===== src/rtl/hts_ctrl_defines.svh =====
// register offsets, field positions, reset values and timing figures
// assumes byte wide registers behind the sensor's serial register port
`ifndef HTS_CTRL_DEFINES_SVH
`define HTS_CTRL_DEFINES_SVH
`define HTS_ADDR_DEV_CFG 8'h0e
`define HTS_ADDR_MEAS_CFG 8'h0f
`define HTS_ADDR_MAKER_LO 8'hfc
`define HTS_ADDR_MAKER_HI 8'hfd
`define HTS_ADDR_PART_LO 8'hfe
`define HTS_ADDR_PART_HI 8'hff
`define HTS_BIT_SOFT_RESET 7
`define HTS_RATE_MSB 6
`define HTS_RATE_LSB 4
`define HTS_BIT_HEATER 3
`define HTS_BIT_ALERT_EN 2
`define HTS_BIT_ALERT_POL 1
`define HTS_BIT_ALERT_MODE 0
`define HTS_TEMP_RESOLUTION_MSB 7
`define HTS_TEMP_RESOLUTION_LSB 6
`define HTS_HUMIDITY_RESOLUTION_MSB 5
`define HTS_HUMIDITY_RESOLUTION_LSB 4
`define HTS_BIT_MEAS_RSVD 3
`define HTS_MSEL_MSB 2
`define HTS_MSEL_LSB 1
`define HTS_BIT_TRIGGER 0
`define HTS_DEV_CFG_RST 8'h00
`define HTS_MEAS_CFG_RST 8'h00
`define HTS_CLK_PERIOD_NS 25
`define HTS_MS_IN_NS 1000000
`define HTS_PERIOD_001_MS 17'h1d4c0
`define HTS_PERIOD_010_MS 17'h0ea60
`define HTS_PERIOD_011_MS 17'h02710
`define HTS_PERIOD_100_MS 17'h01388
`define HTS_PERIOD_101_MS 17'h003e8
`define HTS_PERIOD_110_MS 17'h001f4
`define HTS_PERIOD_111_MS 17'h000c8
`endif


===== src/rtl/hts_ctrl_pkg.sv =====
// types shared by the sensor control register block
// assumes the defines header carries the numeric figures other than the enum encodings here
package hts_ctrl_pkg;
  typedef enum logic [2:0] {
    HTS_RATE_OFF = 3'b000,
    HTS_RATE_2MIN = 3'b001,
    HTS_RATE_1MIN = 3'b010,
    HTS_RATE_10S = 3'b011,
    HTS_RATE_5S = 3'b100,
    HTS_RATE_1HZ = 3'b101,
    HTS_RATE_2HZ = 3'b110,
    HTS_RATE_5HZ = 3'b111
  } hts_rate_t;
  typedef enum logic [0:0] {
    HTS_CONV_IDLE = 1'b0,
    HTS_CONV_BUSY = 1'b1
  } hts_conv_state_t;
endpackage : hts_ctrl_pkg


===== src/rtl/hts_ctrl_regs.sv =====
// control and identification registers of the humidity/temperature sensor
// assumes a serial bus front end turns frames into byte register accesses,
// and a conversion engine answers each start with a done pulse
// Function
// - soft reset bit reloads calibration, defaults registers, then self-clears
// - auto rate field resets to 000; 000 means host-triggered only
// - rates 001..100 start conversions every 2min, 1min, 10s, 5s
// - rates 101..111 start conversions at 1, 2 and 5 per second
// - heater bit: 0 off, 1 on, resets to 0
// - alert enable bit: 0 pin high impedance, 1 pin driven, resets 0
// - alert polarity bit: 0 active low, 1 active high, resets 0
// - alert mode bit: 0 level sensitive, 1 comparator, resets 0
// - temperature resolution 00 14-bit, 01 11-bit, 10 9-bit
// - humidity resolution 00 14-bit, 01 11-bit, 10 9-bit, resets 00
// - measurement select 00 humidity and temperature, 01 temperature only
// - trigger write 1 starts conversion, 0 no action, clears when done
// - 16-bit read-only maker code at two consecutive addresses
// - 16-bit read-only part code at the two highest addresses
`timescale 1ns/10ps
`include "hts_ctrl_defines.svh"
module hts_ctrl_regs #(
  parameter int MS_TICK_CYCLES = `HTS_MS_IN_NS / `HTS_CLK_PERIOD_NS,
  parameter logic [15:0] MAKER_CODE = 16'h5a3c, // arbitrary value
  parameter logic [15:0] PART_CODE = 16'h1e2d // arbitrary value
) (
  // clock and reset
  input wire logic sys_clk,
  input wire logic rst_n,
  // register port
  input wire logic [7:0] reg_addr,
  input wire logic reg_wr_en,
  input wire logic [7:0] reg_wr_data,
  input wire logic reg_rd_en,
  output logic [7:0] reg_rd_data,
  // conversion engine
  output logic conv_start,
  input wire logic conv_done,
  output logic [1:0] temp_resolution,
  output logic [1:0] humidity_resolution,
  output logic [1:0] measurement_select,
  output logic nvm_reload,
  // heater and alert pin
  output logic heater_on,
  input wire logic alert_active,
  output logic alert_mode,
  output logic alert_pin_out,
  output logic alert_pin_oe_n
);

  logic [7:0] dev_cfg_reg;
  logic [7:0] meas_cfg_reg;
  logic soft_reset_reg;
  hts_ctrl_pkg::hts_conv_state_t conv_state_reg;
  logic [31:0] ms_div_reg;
  logic ms_tick_reg;
  logic [16:0] period_cnt_reg;
  logic auto_tick_reg;
  logic wr_dev;
  logic wr_meas;
  logic trig_set;
  logic soft_clr;
  hts_ctrl_pkg::hts_rate_t rate;
  logic [16:0] period_ms;

  function automatic logic [16:0] rate_period_ms(input hts_ctrl_pkg::hts_rate_t r);
    case (r)
      hts_ctrl_pkg::HTS_RATE_2MIN: rate_period_ms = `HTS_PERIOD_001_MS;
      hts_ctrl_pkg::HTS_RATE_1MIN: rate_period_ms = `HTS_PERIOD_010_MS;
      hts_ctrl_pkg::HTS_RATE_10S: rate_period_ms = `HTS_PERIOD_011_MS;
      hts_ctrl_pkg::HTS_RATE_5S: rate_period_ms = `HTS_PERIOD_100_MS;
      hts_ctrl_pkg::HTS_RATE_1HZ: rate_period_ms = `HTS_PERIOD_101_MS;
      hts_ctrl_pkg::HTS_RATE_2HZ: rate_period_ms = `HTS_PERIOD_110_MS;
      hts_ctrl_pkg::HTS_RATE_5HZ: rate_period_ms = `HTS_PERIOD_111_MS;
      default: rate_period_ms = 17'h00000;
    endcase
  endfunction : rate_period_ms

  always_comb begin
    wr_dev = reg_wr_en && (reg_addr == `HTS_ADDR_DEV_CFG);
    wr_meas = reg_wr_en && (reg_addr == `HTS_ADDR_MEAS_CFG);
    trig_set = wr_meas && reg_wr_data[`HTS_BIT_TRIGGER];
    soft_clr = soft_reset_reg;
    rate = hts_ctrl_pkg::hts_rate_t'(dev_cfg_reg[`HTS_RATE_MSB:`HTS_RATE_LSB]);
    period_ms = rate_period_ms(rate);
  end

  // soft reset request stands one cycle, then the config registers and conversion state return to defaults
  always_ff @(posedge sys_clk) begin
    // a fresh request in the clearing cycle wins, so it is never lost
    if (!rst_n) begin
      soft_reset_reg <= 1'b0;
    end else begin
      soft_reset_reg <= wr_dev && reg_wr_data[`HTS_BIT_SOFT_RESET];
    end
  end

  always_ff @(posedge sys_clk) begin
    if (!rst_n) begin
      nvm_reload <= 1'b0;
    end else begin
      nvm_reload <= soft_clr;
    end
  end

  // device configuration; the soft reset bit itself lives in soft_reset_reg
  always_ff @(posedge sys_clk) begin
    if (!rst_n || soft_clr) begin
      dev_cfg_reg <= `HTS_DEV_CFG_RST;
    end else if (wr_dev) begin
      dev_cfg_reg <= {1'b0, reg_wr_data[6:0]};
    end
  end

  // measurement configuration; a trigger write of 0 leaves the bit alone,
  // and a new trigger set wins over the done clear in the same cycle
  always_ff @(posedge sys_clk) begin
    if (!rst_n || soft_clr) begin
      meas_cfg_reg <= `HTS_MEAS_CFG_RST;
    end else begin
      if (wr_meas) begin
        meas_cfg_reg[7:1] <= reg_wr_data[7:1];
      end
      if (trig_set) begin
        meas_cfg_reg[`HTS_BIT_TRIGGER] <= 1'b1;
      end else if (conv_done && conv_state_reg == hts_ctrl_pkg::HTS_CONV_BUSY) begin
        meas_cfg_reg[`HTS_BIT_TRIGGER] <= 1'b0;
      end
    end
  end

  // millisecond time base
  always_ff @(posedge sys_clk) begin
    if (!rst_n || ms_div_reg == 32'(MS_TICK_CYCLES - 1)) begin
      ms_div_reg <= 32'h00000000;
    end else begin
      ms_div_reg <= ms_div_reg + 32'h00000001;
    end
  end

  always_ff @(posedge sys_clk) begin
    if (!rst_n) begin
      ms_tick_reg <= 1'b0;
    end else begin
      ms_tick_reg <= (ms_div_reg == 32'(MS_TICK_CYCLES - 1));
    end
  end

  // sampling interval; restarts on any device configuration write so a new rate
  // takes a full period rather than inheriting a partial one
  always_ff @(posedge sys_clk) begin
    if (!rst_n || soft_clr || wr_dev || rate == hts_ctrl_pkg::HTS_RATE_OFF) begin
      period_cnt_reg <= 17'h00000;
    end else if (ms_tick_reg) begin
      if (period_cnt_reg == period_ms - 17'h00001) begin
        period_cnt_reg <= 17'h00000;
      end else begin
        period_cnt_reg <= period_cnt_reg + 17'h00001;
      end
    end
  end

  always_ff @(posedge sys_clk) begin
    if (!rst_n || soft_clr || wr_dev) begin
      auto_tick_reg <= 1'b0;
    end else begin
      auto_tick_reg <= ms_tick_reg && rate != hts_ctrl_pkg::HTS_RATE_OFF
                       && period_cnt_reg == period_ms - 17'h00001;
    end
  end

  // conversion sequencing; an auto sample due while busy is dropped,
  // which keeps a too-fast rate from piling up conversions
  always_ff @(posedge sys_clk) begin
    if (!rst_n || soft_clr) begin
      conv_state_reg <= hts_ctrl_pkg::HTS_CONV_IDLE;
      conv_start <= 1'b0;
    end else begin
      conv_start <= 1'b0;
      case (conv_state_reg)
        hts_ctrl_pkg::HTS_CONV_IDLE: begin
          if (meas_cfg_reg[`HTS_BIT_TRIGGER] || auto_tick_reg) begin
            conv_start <= 1'b1;
            conv_state_reg <= hts_ctrl_pkg::HTS_CONV_BUSY;
          end
        end
        hts_ctrl_pkg::HTS_CONV_BUSY: begin
          if (conv_done) begin
            conv_state_reg <= hts_ctrl_pkg::HTS_CONV_IDLE;
          end
        end
        default: conv_state_reg <= hts_ctrl_pkg::HTS_CONV_IDLE;
      endcase
    end
  end

  // configuration outputs held in their own flops
  always_ff @(posedge sys_clk) begin
    if (!rst_n) begin
      heater_on <= 1'b0;
      alert_mode <= 1'b0;
      temp_resolution <= 2'h0;
      humidity_resolution <= 2'h0;
      measurement_select <= 2'h0;
    end else begin
      heater_on <= dev_cfg_reg[`HTS_BIT_HEATER];
      alert_mode <= dev_cfg_reg[`HTS_BIT_ALERT_MODE];
      temp_resolution <= meas_cfg_reg[`HTS_TEMP_RESOLUTION_MSB:`HTS_TEMP_RESOLUTION_LSB];
      humidity_resolution <= meas_cfg_reg[`HTS_HUMIDITY_RESOLUTION_MSB:`HTS_HUMIDITY_RESOLUTION_LSB];
      measurement_select <= meas_cfg_reg[`HTS_MSEL_MSB:`HTS_MSEL_LSB];
    end
  end

  // alert pin: released while disabled, level follows polarity
  always_ff @(posedge sys_clk) begin
    if (!rst_n) begin
      alert_pin_oe_n <= 1'b1;
      alert_pin_out <= 1'b1;
    end else begin
      alert_pin_oe_n <= !dev_cfg_reg[`HTS_BIT_ALERT_EN];
      alert_pin_out <= dev_cfg_reg[`HTS_BIT_ALERT_POL] ? alert_active : !alert_active;
    end
  end

  // read port; unmapped addresses read zero
  always_ff @(posedge sys_clk) begin
    if (!rst_n) begin
      reg_rd_data <= 8'h00;
    end else if (reg_rd_en) begin
      if (reg_addr == `HTS_ADDR_DEV_CFG) begin
        reg_rd_data <= {soft_reset_reg, dev_cfg_reg[6:0]};
      end else if (reg_addr == `HTS_ADDR_MEAS_CFG) begin
        reg_rd_data <= meas_cfg_reg;
      end else if (reg_addr == `HTS_ADDR_MAKER_LO) begin
        reg_rd_data <= MAKER_CODE[7:0];
      end else if (reg_addr == `HTS_ADDR_MAKER_HI) begin
        reg_rd_data <= MAKER_CODE[15:8];
      end else if (reg_addr == `HTS_ADDR_PART_LO) begin
        reg_rd_data <= PART_CODE[7:0];
      end else if (reg_addr == `HTS_ADDR_PART_HI) begin
        reg_rd_data <= PART_CODE[15:8];
      end else begin
        reg_rd_data <= 8'h00;
      end
    end
  end

  property p_soft_reset;
    @(posedge sys_clk) disable iff (!rst_n)
    soft_reset_reg |=> (!soft_reset_reg || $past(wr_dev)) && dev_cfg_reg == 8'h00 && meas_cfg_reg == 8'h00
      && nvm_reload;
  endproperty
  a_soft_reset: assert property (p_soft_reset) else $error("soft reset did not clear");

  property p_no_auto;
    @(posedge sys_clk) disable iff (!rst_n)
    rate == hts_ctrl_pkg::HTS_RATE_OFF |-> !auto_tick_reg;
  endproperty
  a_no_auto: assert property (p_no_auto) else $error("auto sample with rate off");

  property p_auto_start;
    @(posedge sys_clk) disable iff (!rst_n)
    auto_tick_reg && conv_state_reg == hts_ctrl_pkg::HTS_CONV_IDLE && !soft_clr |=> conv_start;
  endproperty
  a_auto_start: assert property (p_auto_start) else $error("auto sample lost");

  property p_heater;
    @(posedge sys_clk) disable iff (!rst_n)
    wr_dev && !soft_clr |=> ##1 heater_on == $past(reg_wr_data[`HTS_BIT_HEATER], 2);
  endproperty
  a_heater: assert property (p_heater) else $error("heater not following write");

  property p_alert_pin;
    @(posedge sys_clk) disable iff (!rst_n)
    !dev_cfg_reg[`HTS_BIT_ALERT_EN] ##1 !dev_cfg_reg[`HTS_BIT_ALERT_EN] |-> alert_pin_oe_n;
  endproperty
  a_alert_pin: assert property (p_alert_pin) else $error("alert pin driven while disabled");

  property p_alert_pol;
    @(posedge sys_clk) disable iff (!rst_n)
    !dev_cfg_reg[`HTS_BIT_ALERT_POL] && alert_active |=> !alert_pin_out;
  endproperty
  a_alert_pol: assert property (p_alert_pol) else $error("active low alert not low");

  property p_trig_start;
    @(posedge sys_clk) disable iff (!rst_n)
    trig_set && conv_state_reg == hts_ctrl_pkg::HTS_CONV_IDLE && !soft_clr |=> ##1 conv_start;
  endproperty
  a_trig_start: assert property (p_trig_start) else $error("trigger did not start");

  property p_trig_hold;
    @(posedge sys_clk) disable iff (!rst_n)
    conv_state_reg == hts_ctrl_pkg::HTS_CONV_BUSY && !conv_done && !soft_clr
      && meas_cfg_reg[`HTS_BIT_TRIGGER] |=> meas_cfg_reg[`HTS_BIT_TRIGGER] && !conv_start;
  endproperty
  a_trig_hold: assert property (p_trig_hold) else $error("second start while busy");

  property p_maker_read;
    @(posedge sys_clk) disable iff (!rst_n)
    reg_rd_en && reg_addr == `HTS_ADDR_MAKER_HI |=> reg_rd_data == MAKER_CODE[15:8];
  endproperty
  a_maker_read: assert property (p_maker_read) else $error("maker code high wrong");

  property p_part_read;
    @(posedge sys_clk) disable iff (!rst_n)
    reg_rd_en && reg_addr == `HTS_ADDR_PART_LO |=> reg_rd_data == PART_CODE[7:0];
  endproperty
  a_part_read: assert property (p_part_read) else $error("part code low wrong");

endmodule : hts_ctrl_regs


===== config.mk =====
export PLATFORM = sky130hd
export DESIGN_NAME = hts_ctrl_regs
export DESIGN_NICKNAME = d
export VERILOG_FILES = /design/src/rtl/hts_ctrl_pkg.sv /design/src/rtl/hts_ctrl_regs.sv
export VERILOG_INCLUDE_DIRS = /design/src /design/src/rtl
export SDC_FILE = /design/constraint.sdc
export NUM_CORES = 1
export LEC_CHECK = 0
export ABC_AREA = 1
export BUFFER_PORTS_ARGS = -buffer_cell sky130_fd_sc_hd__buf_2
export CAP_MARGIN = 0
export CORE_MARGIN = 1.5
export CORE_UTILIZATION = 41
export DETAILED_ROUTE_END_ITERATION = 7
export GPL_ROUTABILITY_DRIVEN = 0
export PLACE_DENSITY = 0.64
export SLEW_MARGIN = 0
export SYNTH_ARGS = -nofsm -noshare
export SYNTH_HDL_FRONTEND = slang
export SYNTH_SLANG_ARGS = --single-unit
export TNS_END_PERCENT = 20

===== constraint.sdc =====
create_clock -name sys_clk -period 2.51 [get_ports sys_clk]
set_clock_uncertainty 0.05 [all_clocks]
set_input_delay 0.3765 -clock sys_clk [delete_from_list [all_inputs] [get_ports sys_clk]]
set_output_delay 0.3765 -clock sys_clk [all_outputs]
set_load 0.01 [all_outputs]

==> qor.csv <==
metric,value,unit
start_kind,register,
cts.sinks,88,
hold_viol,0,
syn2layout_area_growth,11.7,%
critPathKind,reg -> reg,
synth_cell_types,34,
power_density,508,nW/um^2
core,10400,um^2
synth_warnings,0,
diodes,0,
ctsHoldBuffers,0,
hp-start,alert_active,
drc,0,
end_kind,register,
grt_pass1_vias,3836,
path_clk_slew,90,ps
numCtsBuffers,9,
largest_reg_flops,32,
first_pass_iters,4,
worst_pin_slew,363,ps
power.internal,0.00190,W
yosys_register_bits,88,
h-tree-depth,3,
antenna_found_initial,0,
holdWs,146,ps
ir_drop,0.000310,V
combinationalPowerShare,0.034,
drt_first_iter_violations,209,
final_cells,830,
post_cts_buffers,0,
initial_core_util,0.424,
period_share,0.874,
io_pins,42,
fin_crit,2190,ps
synth_area_leaders,"dfxtp_1, nand2_1, inv_1",
synth_area_leader_cell,dfxtp_1,
synth_top_area_frac,0.401,
netlist_area,4400,um^2
insertion_delay,370,ps
routed_wl,10.2,mm
grt_max_degree,19,
synth_cells,644,
drv_slew,0,
die_area,11400,um^2
setup_viol_count_final,0,
cp.arrival,2390,ps
ys_async_sr_fraction,0,
synth_area_per_cell,6.83,um^2
p_sw_frac,0.237,
reg2regPathDepth,11,
cp_max_fo,16,
yosys_most_used_dff,dfxtp_1,
viasPerCell,4.98,
root_buffer,clkbuf_8,
p_leak,2.08,nW
die_x,107,um
final_nets,714,
grt_util_all_layers,0.190,
fmax,456,MHz
syn_nets,669,
status,"finished, final reports clean",
slew_headroom,0.757,
num_vias,4133,
synth_edf_count,0,
power_frac_seq,0.567,
ant_nets,0,
drive_gt1_frac,0.121,
dieHeight,107,um
routedWlPerCell,12.3,um
num_rows,37,
overflow,0,
rsz0062_at_grt,no,
grt_pass1_wl,17.1,mm
worst_hold_path.endpoint,alert_pin_out,
cts_tree,done,
cap_violations,0,
reg2reg_from,dev_cfg_reg[6],
r2r_end,period_cnt_reg[9],
cts-resized-gates,0,
place_hpwl,7.81,mm
clk_path_buf_depth,2,
critPathRequiredTime,2710,ps
worstHoldPathType,in -> reg,
clock_power_share,0.400,
p_switching,0.000592,W
reg2reg_slack,320,ps
ys_seq_area_frac,0.401,
utilization,0.474,
hold_depth,2,
fillCellCount,1054,
setup-tns-final,0,ps
io_buffers,41,
dp.cells,814,
cells in the final DEF (no fill, tap or decap), types with 4 or more instances in the layout:
| cell type | count |
|---|---|
| clkbuf_8 | 9 |
| nor2_1 | 81 |
| nand3_1 | 35 |
| o21ai_0 | 33 |
| buf_2 | 41 |
| nand4_1 | 12 |
| nor2_2 | 8 |
| dfxtp_1 | 88 |
| nor3_1 | 22 |
| xnor2_1 | 6 |
| inv_1 | 92 |
| a21oi_1 | 30 |
| nand2_2 | 4 |
| xor2_1 | 25 |
| nor4_1 | 9 |
| nand2_1 | 164 |
| buf_4 | 5 |
worst max-delay path by stage:
stage / start / to / slack, ps / cells after the start
CTS: dev_cfg_reg[6] / period_cnt_reg[10] / 350 / 11
global route: dev_cfg_reg[6] / period_cnt_reg[11] / 70 / 11
global placement: dev_cfg_reg[6] / period_cnt_reg[0] / 450 / 11
finish: dev_cfg_reg[6] / period_cnt_reg[9] / 320 / 11
floorplan: dev_cfg_reg[4] / period_cnt_reg[10] / 520 / 15
detailed placement: dev_cfg_reg[6] / period_cnt_reg[16] / 370 / 11
cells by family after synthesis:
kind of cell               synth area share
DFF                                   0.401
xor gates and xnor gates             0.0618
and+or+nand+nor                       0.344
adders and majority gates           0.00854
AOI/OAI and AO/OA                    0.0826
buffers and inverters                 0.102
cells in the mapped netlist (2+ instances only):
cell type and n:
nor4_1 9, inv_2 3, inv_1 92, dfxtp_1 88, nand2_2 4, a41oi_1 3
nor2_1 81, nand2_4 2, nand3_1 35, xor2_1 25, a21oi_1 30, or2_2 2
nand4_1 12, clkbuf_1 4, nor3_1 22, nand2_1 164, nor2_2 8, buf_6 4
o21ai_0 33, buf_2 2, ha_1 3, xnor2_1 6
area by class of cell:
type	count	area (um^2)	share of cell area
Sequential cell	88	1760	0.359
Timing Repair Buffer	46	243	0.0494
Multi-Input combinational cell	449	2180	0.445
Inverter	95	357	0.0726
Clock buffer	10	128	0.0260
Clock inverter	6	67.6	0.0138
Tap cell	136	170	0.0346
stage by stage:
step           power, W  worst slack (ps)  cell area, um^2
3_3_place_gp    0.00153               447             4720
4_1_cts         0.00252               349             4910
3_5_place_dp    0.00153               370             4720
2_1_floorplan   0.00149               520             4400
5_1_grt         0.00259              74.2             4910
6_report        0.00249               317             4910
worst max-delay path, stage by stage, from the launching register on:
cell     delay (ps)
dfxtp_1         530
nand3_2         130
ha_1            320
nand2_1          70
nor3b_1         180
nand3_1         100
nor2_1          110
nand3_1         100
nor2_1          140
nand2_2          80
nand2_4         180
nor2_1           60
power groups by stage:
stage | registers [W] | clock network, W | logic (W)
2_1_floorplan | 0.00145 | 0 | 0.0000431
3_3_place_gp | 0.00144 | 0 | 0.0000823
3_5_place_dp | 0.00145 | 0 | 0.0000837
4_1_cts | 0.00141 | 0.00102 | 0.0000841
5_1_grt | 0.00141 | 0.00109 | 0.0000941
6_report | 0.00141 | 0.000997 | 0.0000836
metal layers:
metal	share of wire	GRT usage	wire [um]
met4	0.028	0.0905	285
met3	0.053	0.0313	546
met2	0.46	0.323	4740
met5	0	0	0
met1	0.45	0.233	4630
No activity file was read; power rests on OpenSTA's default activity.
